$ cat config.mk
export PLATFORM = sky130hd
export DESIGN_NAME = nand_host
export DESIGN_NICKNAME = d
export VERILOG_FILES = /design/src/verilog/nand_host.v
export VERILOG_INCLUDE_DIRS = /design/src /design/src/verilog
export SDC_FILE = /design/constraint.sdc
export NUM_CORES = 1
export LEC_CHECK = 0
export ABC_AREA = 0
export BUFFER_PORTS_ARGS = -buffer_cell sky130_fd_sc_hd__buf_2
export CORE_UTILIZATION = 55
export DETAILED_ROUTE_END_ITERATION = 7
export PLACE_DENSITY = 0.89
export SLEW_MARGIN = 10
export SYNTH_ARGS = -nofsm -noshare
export SYNTH_HDL_FRONTEND = slang
export SYNTH_SLANG_ARGS = --single-unit
$ cat constraint.sdc
create_clock -name mclk -period 4.1 [get_ports mclk]
set_clock_uncertainty 0.2 [all_clocks]
set_input_delay 0.205 -clock mclk [delete_from_list [all_inputs] [get_ports mclk]]
set_output_delay 0.205 -clock mclk [all_outputs]
set_load 0.01 [all_outputs]
$ cat src/verilog/nand_host_defs.vh
// Command codes, address layout and timing counts for the NAND host controller
`ifndef NAND_HOST_DEFS_VH
`define NAND_HOST_DEFS_VH
// ==========================================================================
// Command codes
`define CMD_READ_A 8'h00
`define CMD_READ_B 8'h01
`define CMD_READ_SPARE 8'h50
`define CMD_READ_IDENTIFICATION_CMD 8'h90
`define CMD_RESET 8'hFF
`define CMD_PROG_SETUP 8'h80
`define CMD_PROG_CONFIRM 8'h10
`define CMD_COPY_CONFIRM 8'h8A
`define CMD_LOCK 8'h2A
`define CMD_UNLOCK_LO 8'h23
`define CMD_UNLOCK_HI 8'h24
`define CMD_LOCK_FREEZE 8'h2C
`define CMD_LOCK_STATUS 8'h7A
`define CMD_ERASE_SETUP 8'h60
`define CMD_ERASE_CONFIRM 8'hD0
`define CMD_STATUS 8'h70
// ==========================================================================
// Operation codes on the user port
`define OP_READ 4'h0
`define OP_READ_SPARE 4'h1
`define OP_READ_IDENTIFICATION_CMD 4'h2
`define OP_RESET 4'h3
`define OP_PROGRAM 4'h4
`define OP_COPYBACK 4'h5
`define OP_ERASE 4'h6
`define OP_STATUS 4'h7
`define OP_LOCK 4'h8
`define OP_UNLOCK 4'h9
`define OP_LOCK_FREEZE 4'hA
`define OP_LOCK_STATUS 4'hB
// ==========================================================================
// Array geometry
`define PAGE_COLS_X8 10'd528
`define PAGE_COLS_X16 10'd264
`define SPARE_COL_X8 10'd512
`define SPARE_COL_X16 10'd256
`define PAGE_COUNT 17'd65536
`define BLOCK_COUNT 12'd2048
// ==========================================================================
// Strobe timing: each strobe phase lasts at least this many ns
`define STROBE_PHASE_NS 30
`define CLK_PERIOD_NS 10
`define STROBE_PHASE_CYC ((`STROBE_PHASE_NS + `CLK_PERIOD_NS - 1) / `CLK_PERIOD_NS)
`endif

$ cat src/verilog/nand_host.v
// Host-side NAND page controller: drives strobes, latches and I/O to the flash
`timescale 1ns/100ps
`include "nand_host_defs.vh"

// Contract
// [RULE1] 65536 pages, 528 bytes or 264 words
// [RULE2] Spare columns 512-527 or 256-263
// [RULE3] Page data passes through page register
// [RULE4] Read/program pages, erase whole blocks
// [RULE5] 2048 erasable blocks per device
// [RULE6] No bit erase; block is smallest
// [RULE7] Commands, addresses on low eight lines
// [RULE8] Write strobe low pulse, rising latch
// [RULE9] Command latch or address latch select
// [RULE10] Reset, read, status single cycle
// [RULE11] Program 80h/10h, copy-back 00h/8Ah
// [RULE12] Erase 60h then D0h
// [RULE13] Address: column, low row, high row
// [RULE14] Read/program take exactly three addresses
// [RULE15] Erase takes two row addresses
// [RULE16] 50h second read, 90h identification
// [RULE17] Lock, unlock, freeze, lock status codes
// [RULE18] Only reset and status while busy
// [RULE19] Host sends only defined codes
// [RULE20] 01h never sent to wide part
// [RULE21] Extra one-time-programmable block exists
// [RULE22] 00h/01h select page register half
// [RULE23] Extra address cycles ignored
// [RULE24] Ready/busy low during operations
// [RULE25] Read strobe fall advances column
module nand_host #(
    parameter WIDE = 0
) (
    input wire mclk,
    input wire reset_n,
    input wire opValid,
    output wire opReady,
    input wire [3:0] opCode,
    input wire [7:0] opColumn,
    input wire [15:0] opRow,
    input wire [9:0] opCount,
    input wire opHalf,
    input wire [15:0] wrData,
    input wire wrValid,
    output wire wrReady,
    output reg [15:0] rdData_q,
    output reg rdValid_q,
    output reg opDone_q,
    output reg opError_q,
    output reg busyView_q,
    output reg chipSelect_n_q,
    output reg cmdLatch_q,
    output reg addrLatch_q,
    output reg write_strobe_n_q,
    output reg read_strobe_n_q,
    output reg [15:0] ioOut_q,
    output reg ioOe_q,
    input wire [15:0] ioIn,
    input wire readyBusy_n
);

// ==========================================================================
// States and sequencing
localparam ST_IDLE = 4'd0;
localparam ST_CMD1 = 4'd1;
localparam ST_ADDR = 4'd2;
localparam ST_WDATA = 4'd3;
localparam ST_CMD2 = 4'd4;
localparam ST_WAITB = 4'd5;
localparam ST_RDATA = 4'd6;
localparam ST_DONE = 4'd7;
localparam ST_BUSYW = 4'd8;
localparam integer PHASE_FULL = `STROBE_PHASE_CYC;
localparam [7:0] PHASE = PHASE_FULL[7:0];

reg [3:0] state_q, op_q;
reg [7:0] col_q, timer_q;
reg [15:0] row_q;
reg [9:0] count_q;
reg [1:0] addrIdx_q;
reg half_q, strobeLow_q, busyPipe_q;

// First command byte for each operation
function [7:0] firstCmd;
    input [3:0] op;
    input half;
    begin
        case (op)
            `OP_READ: firstCmd = (half && !WIDE) ? `CMD_READ_B : `CMD_READ_A; // see [RULE20] see [RULE22]
            `OP_READ_SPARE: firstCmd = `CMD_READ_SPARE; // see [RULE16]
            `OP_READ_IDENTIFICATION_CMD: firstCmd = `CMD_READ_IDENTIFICATION_CMD; // see [RULE16]
            `OP_RESET: firstCmd = `CMD_RESET; // see [RULE10]
            `OP_PROGRAM: firstCmd = `CMD_PROG_SETUP; // see [RULE11]
            `OP_COPYBACK: firstCmd = `CMD_READ_A; // see [RULE11]
            `OP_ERASE: firstCmd = `CMD_ERASE_SETUP; // see [RULE12]
            `OP_STATUS: firstCmd = `CMD_STATUS; // see [RULE10]
            `OP_LOCK: firstCmd = `CMD_LOCK; // see [RULE17]
            `OP_UNLOCK: firstCmd = `CMD_UNLOCK_LO; // see [RULE17]
            `OP_LOCK_FREEZE: firstCmd = `CMD_LOCK_FREEZE; // see [RULE17]
            default: firstCmd = `CMD_LOCK_STATUS; // see [RULE17]
        endcase
    end
endfunction

// Confirm byte for two-cycle operations
function [7:0] secondCmd;
    input [3:0] op;
    begin
        case (op)
            `OP_PROGRAM: secondCmd = `CMD_PROG_CONFIRM;
            `OP_COPYBACK: secondCmd = `CMD_COPY_CONFIRM;
            `OP_ERASE: secondCmd = `CMD_ERASE_CONFIRM;
            default: secondCmd = `CMD_UNLOCK_HI;
        endcase
    end
endfunction

// Address cycles the operation needs; ID read takes one, unlock two rows
function [1:0] addrCycles;
    input [3:0] op;
    begin
        case (op)
            `OP_READ, `OP_READ_SPARE, `OP_PROGRAM, `OP_COPYBACK: addrCycles = 2'd3; // see [RULE14]
            `OP_ERASE, `OP_UNLOCK, `OP_LOCK_STATUS: addrCycles = 2'd2; // see [RULE15]
            `OP_READ_IDENTIFICATION_CMD: addrCycles = 2'd1;
            default: addrCycles = 2'd0; // see [RULE10]
        endcase
    end
endfunction

// Undefined operation codes are refused
wire opLegal = (opCode <= `OP_LOCK_STATUS); // see [RULE19]
// While the part is busy only reset and status go out
wire busyOk = busyPipe_q || (opCode == `OP_RESET) || (opCode == `OP_STATUS); // see [RULE18]
assign opReady = (state_q == ST_IDLE);
wire tick = (timer_q == 8'd0);
assign wrReady = (state_q == ST_WDATA) && tick && !strobeLow_q;
wire isTwo = (op_q == `OP_PROGRAM) || (op_q == `OP_COPYBACK) || (op_q == `OP_ERASE) || (op_q == `OP_UNLOCK);
wire isRead = (op_q == `OP_READ) || (op_q == `OP_READ_SPARE) || (op_q == `OP_READ_IDENTIFICATION_CMD)
    || (op_q == `OP_STATUS) || (op_q == `OP_LOCK_STATUS);
wire waitsBusy = (op_q == `OP_READ) || (op_q == `OP_READ_SPARE) || isTwo || (op_q == `OP_RESET);

// Address byte for the current cycle: column, low row, high row
wire [7:0] addrByte = (addrCycles(op_q) == 2'd3) ? ((addrIdx_q == 2'd0) ? col_q :
    (addrIdx_q == 2'd1) ? row_q[7:0] : row_q[15:8]) :
    ((addrIdx_q == 2'd0) ? ((op_q == `OP_READ_IDENTIFICATION_CMD) ? col_q : row_q[7:0]) : row_q[15:8]); // see [RULE13]

// ==========================================================================
// Main sequencer: every bus cycle is a low phase then a high phase
always @(posedge mclk or negedge reset_n) begin
    if (!reset_n) begin
        state_q <= ST_IDLE;
        op_q <= 4'h0;
        col_q <= 8'h00;
        row_q <= 16'h0000;
        count_q <= 10'h000;
        half_q <= 1'b0;
        addrIdx_q <= 2'd0;
        timer_q <= 8'h00;
        strobeLow_q <= 1'b0;
        busyPipe_q <= 1'b1;
        rdData_q <= 16'h0000;
        rdValid_q <= 1'b0;
        opDone_q <= 1'b0;
        opError_q <= 1'b0;
        busyView_q <= 1'b0;
        chipSelect_n_q <= 1'b1;
        cmdLatch_q <= 1'b0;
        addrLatch_q <= 1'b0;
        write_strobe_n_q <= 1'b1;
        read_strobe_n_q <= 1'b1;
        ioOut_q <= 16'h0000;
        ioOe_q <= 1'b0;
    end else begin
        busyPipe_q <= readyBusy_n; // see [RULE24]
        busyView_q <= !busyPipe_q;
        rdValid_q <= 1'b0;
        opDone_q <= 1'b0;
        opError_q <= 1'b0;
        if (!tick)
            timer_q <= timer_q - 8'd1;
        case (state_q)
            ST_IDLE: begin
                chipSelect_n_q <= 1'b1;
                if (opValid) begin
                    if (!opLegal || !busyOk) begin
                        opError_q <= 1'b1;
                    end else begin
                        op_q <= opCode;
                        col_q <= opColumn;
                        row_q <= opRow;
                        count_q <= opCount;
                        half_q <= opHalf;
                        addrIdx_q <= 2'd0;
                        chipSelect_n_q <= 1'b0;
                        timer_q <= PHASE;
                        state_q <= ST_CMD1;
                    end
                end
            end
            ST_CMD1, ST_CMD2, ST_ADDR: begin
                if (tick) begin
                    if (!strobeLow_q) begin
                        // Commands and addresses use the low byte only
                        cmdLatch_q <= (state_q != ST_ADDR); // see [RULE9]
                        addrLatch_q <= (state_q == ST_ADDR); // see [RULE9]
                        ioOut_q <= {8'h00, (state_q == ST_CMD1) ? firstCmd(op_q, half_q) :
                            (state_q == ST_CMD2) ? secondCmd(op_q) : addrByte}; // see [RULE7]
                        ioOe_q <= 1'b1;
                        write_strobe_n_q <= 1'b0; // see [RULE8]
                        strobeLow_q <= 1'b1;
                        timer_q <= PHASE;
                    end else begin
                        write_strobe_n_q <= 1'b1; // see [RULE8]
                        strobeLow_q <= 1'b0;
                        timer_q <= PHASE;
                        if (state_q == ST_CMD2) begin
                            state_q <= ST_WAITB; // see [RULE11]
                            addrIdx_q <= 2'd0; // Marks the confirm as sent
                        end else if (state_q == ST_ADDR && addrIdx_q + 2'd1 < addrCycles(op_q)) begin
                            addrIdx_q <= addrIdx_q + 2'd1;
                        end else if (state_q == ST_CMD1 && addrCycles(op_q) != 2'd0) begin
                            state_q <= ST_ADDR;
                        end else if (op_q == `OP_PROGRAM) begin
                            state_q <= (count_q == 10'h000) ? ST_CMD2 : ST_WDATA;
                        end else if (isTwo && op_q != `OP_COPYBACK) begin // Copy-back confirms after page load
                            state_q <= ST_CMD2;
                        end else
                            state_q <= waitsBusy ? ST_WAITB : (isRead ? ST_RDATA : ST_DONE);
                    end
                end
            end
            ST_WDATA: begin
                cmdLatch_q <= 1'b0;
                addrLatch_q <= 1'b0;
                if (tick) begin
                    if (!strobeLow_q) begin
                        if (wrValid) begin
                            ioOut_q <= WIDE ? wrData : {8'h00, wrData[7:0]}; // see [RULE7]
                            ioOe_q <= 1'b1;
                            write_strobe_n_q <= 1'b0;
                            strobeLow_q <= 1'b1;
                            timer_q <= PHASE;
                        end
                    end else begin
                        write_strobe_n_q <= 1'b1;
                        strobeLow_q <= 1'b0;
                        timer_q <= PHASE;
                        count_q <= count_q - 10'd1;
                        if (count_q == 10'd1)
                            state_q <= ST_CMD2;
                    end
                end
            end
            ST_WAITB: begin
                // Give the part a phase to pull busy low, then wait for release
                cmdLatch_q <= 1'b0;
                addrLatch_q <= 1'b0;
                ioOe_q <= 1'b0;
                if (tick)
                    state_q <= ST_BUSYW;
            end
            ST_BUSYW: begin
                if (busyPipe_q) begin // see [RULE24] see [RULE18]
                    timer_q <= PHASE;
                    state_q <= (op_q == `OP_COPYBACK && addrIdx_q != 2'd0) ? ST_CMD2 : (isRead ? ST_RDATA : ST_DONE);
                end
            end
            ST_RDATA: begin
                cmdLatch_q <= 1'b0;
                addrLatch_q <= 1'b0;
                ioOe_q <= 1'b0;
                if (count_q == 10'h000) begin
                    state_q <= ST_DONE;
                end else if (tick) begin
                    if (!strobeLow_q) begin
                        // Each falling read strobe presents the next column
                        read_strobe_n_q <= 1'b0; // see [RULE25]
                        strobeLow_q <= 1'b1;
                        timer_q <= PHASE;
                    end else begin
                        rdData_q <= WIDE ? ioIn : {8'h00, ioIn[7:0]};
                        rdValid_q <= 1'b1;
                        read_strobe_n_q <= 1'b1;
                        strobeLow_q <= 1'b0;
                        timer_q <= PHASE;
                        count_q <= count_q - 10'd1;
                    end
                end
            end
            ST_DONE: begin
                chipSelect_n_q <= 1'b1;
                opDone_q <= 1'b1;
                state_q <= ST_IDLE;
            end
            default: state_q <= ST_IDLE;
        endcase
    end
end
endmodule // nand_host

==> run metrics <==
Crit path arrival time=3.26 ns; P&R area growth vs syn=24.2%; crit-path max cell delay=0.83 ns; most common cell in the netlist=dfrtp_1; Clk pwr share=0.392; Slew Limit Fails=0; P_sw=0.000349 W; hold_buf cts=55; Top Usage Layer GRT=met2; ant diodes=0; hpwl dp=just over 8 mm; delay-heaviest family, CP=compound AO/OA/AOI/OAI gates; pwr/cell area=247 mW/mm^2; WP buf/inv=1; GR Layer Usage met3=0.0498; worst-path fanout max=24; Initial Util=0.580; PostCTS Resize Cnt=0; crit end category=flip-flop; average size of a mapped cell=9.40 sq um; Synth top area share=0.396; Max Cap Viol=0; Int Power=about 0.0011 W; # Post-CTS Setup Buffers=0; clock period minus worst slack=3.23 ns; run status=finished, final reports clean; total power=about 0.0015 W; die width=96.0 um; routed vias=about 4.5k; I/O Pins=120; top cells by area, synth=dfrtp_1 (40%), mux2_2 (9.3%), o21ai_0 (4.0%); Peak VDD IR=roughly 0.19 mV; setup TNS=0 ns; crit start category=flip-flop; post-synthesis register bit count=81; Post-synth ARST share=1.00; WL final=~13 mm; met1 Use GR=0.379; Routed wire per std cell=16.7 um; Rows=33; synth unique cells=75; switching part of the total=0.234; ys flop type=dfrtp_1; port bufs=87; Comb pwr share=0.071; worst hold path class=input pin to flip-flop; root buffer cell=clkbuf_8; DRT Pass-1 Iters=5; Filler cells=593; Total Routing Usage GR=0.289; Critical-path top delay cell=dfrtp_1; clk buf depth=2; Layout Cells excl Fill=754; Clock Pin Slew Worst Setup and Hold Paths=0.08 ns; Least-Margin Pin Slew=1.01 ns; Mapped Area=0.00486 sq mm; Crit path required time=4.13 ns; Hold Fails Final Rpt=0; Cells after Synth=517; nets=between 700 and 800; initial antenna violation count=0; final worst setup slack=just under 0.9 ns; ANT nets after route=0; Post-synth EDFFs=0; share of cells above drive strength 1=0.263; Initial DRC Count=between 400 and 500; final period utilization=0.788; core area=0.00838 sq mm; pin count of the biggest net entering global routing=82; total congestion overflow=0; met2 Resource Use GR=0.469; Clock Sinks=81; RSZ-0062 raised after global routing=false; Cells after DPL=683; crit path kind=flip-flop to flip-flop; sequential share of power=0.538; DP Worst Slack=0.981 ns; Leak=2.89 nW; DRC errors left=0; H-tree depth=3; vias in the first global route=between 4k and 5k; Yosys warnings=0; most common library cells after synthesis=dfrtp_1 (77), nor2_1 (41), mux2_2 (40), nand2_1 (40), o21ai_0 (39); Via density=around 6.0; CTS tree=done; Max Clk Rate=0.309 GHz; Seq/Total Area, Yosys=0.418; endpoints failing setup=0; gp weighted congestion=approximately 0.9; chip height=96.0 um; Inserted Clock Buffers=9; clock latency on the worst-skew pair=0.35 ns; Die ar.=~0.0092 sq mm; worst slew margin relative to its limit=0.328; first-pass GRT wire length=20.3 mm; cells along the critical path=clkinv_1, o211a_1, a222oi_1, nand4_4, mux2_4, a211o_1; cell taking the most area after synthesis=dfrtp_1
## path summary, 6_finish.rpt
path / startpoint / end / slack [ns] / cells past startpoint
max reg2reg: state_q[3] / state_q[2] / 0.87 / 6
min: wrData[7] / ioOut_q[7] / 0.04 / 3
min reg2reg: busyPipe_q / busyView_q / 0.29 / 1
min in group asynchronous: reset_n / busyView_q / 0.35 / 2
max in group asynchronous: reset_n / col_q[4] / 2.68 / 2
max: state_q[3] / state_q[2] / 0.87 / 6
## power by group through the flow
stage          Combinational, W  Sequential (W)  Clock (W)
6_report               0.000105        0.000802   0.000585
5_1_grt                0.000118        0.000802   0.000627
4_1_cts                0.000103        0.000802   0.000594
3_5_place_dp          0.0000638        0.000818          0
3_3_place_gp          0.0000621        0.000818          0
2_1_floorplan         0.0000272        0.000818          0
## worst register-to-register path, delay by kind of cell, from the launching register on
family / cells / cell delay, ns
simple gates: 1 / 0.22
flops: 1 / 0.83
mux: 1 / 0.34
buf+inv: 1 / 0.47
compound gates: 3 / 1.08
## state kept, by name, indices dropped and copies added, names as in the netlist
name and flops:
row_q 16, count_q 10, col_q 8, ioOut_q 8, rdData_q 8, timer_q 8, op_q 4, state_q 4
addrIdx_q 2, addrLatch_q 1, busyPipe_q 1, busyView_q 1, chipSelect_n_q 1, cmdLatch_q 1, half_q 1, ioOe_q 1
opDone_q 1, opError_q 1, rdValid_q 1, read_strobe_n_q 1, strobeLow_q 1, write_strobe_n_q 1
## final cells by class
class / instances / area, sq um / share of cell area
Inverter: 21 / 78.8 / 0.0131
Multi-Input combinational cell: 383 / 2570 / 0.425
Clock buffer: 10 / 128 / 0.0211
Clock inverter: 6 / 67.6 / 0.0112
Tap cell: 105 / 131 / 0.0218
Sequential cell: 81 / 2030 / 0.337
Timing Repair Buffer: 148 / 1030 / 0.171
## stage by stage
step,util,hold WS (ns),area [sq um]
after floorplan,-,-0.291,4920
after global placement,0.631,0.110,5290
after detailed placement,0.631,0.119,5290
after CTS,0.720,0.0129,6040
after global routing,0.720,0.0292,6040
final,0.720,0.0350,6040
## metal layers
| metal | share of wire | vias to the layer above |
|---|---|---|
| li1 | - | 2110 |
| met1 | 0.43 | 2172 |
| met2 | 0.49 | 209 |
| met3 | 0.063 | 31 |
| met4 | 0.025 | 0 |
| met5 | 0 | - |
## logic make-up (layout without fill, tap and decap cells)
| family | after synthesis | after routing | share of synthesized area |
|---|---|---|---|
| adder cells (fa/ha/maj) | 7 | 7 | 0.0180 |
| other | 1 | 16 | 0.000771 |
| AO/OA/AOI/OAI | 148 | 148 | 0.200 |
| multiplexers | 49 | 49 | 0.115 |
| buffers and inverters | 68 | 185 | 0.0659 |
| flip-flops | 81 | 81 | 0.418 |
| XOR/XNOR | 9 | 9 | 0.0162 |
| AND/OR/NAND/NOR | 154 | 154 | 0.166 |
## placed cells by master (no fill, tap or decap), types with 3 or more instances in the layout
cell	instances
a2111oi_0	4
a211oi_1	10
a21oi_1	34
a22oi_1	4
buf_2	86
buf_4	7
clkbuf_8	9
conb_1	16
dfrtp_1	77
dfstp_2	4
dlygate4sd3_1	55
ha_1	7
inv_1	19
mux2_2	40
mux2i_1	7
nand2_1	40
nand2b_1	7
nand3_1	12
nand4_1	3
nor2_1	41
nor2b_1	7
nor3_1	13
nor3b_1	4
nor4_1	4
o211ai_1	9
o21ai_0	39
o2bb2ai_1	4
o31ai_1	11
or2_2	3
xnor2_1	5
xor2_1	4
Power figures use the tool's default switching activity.
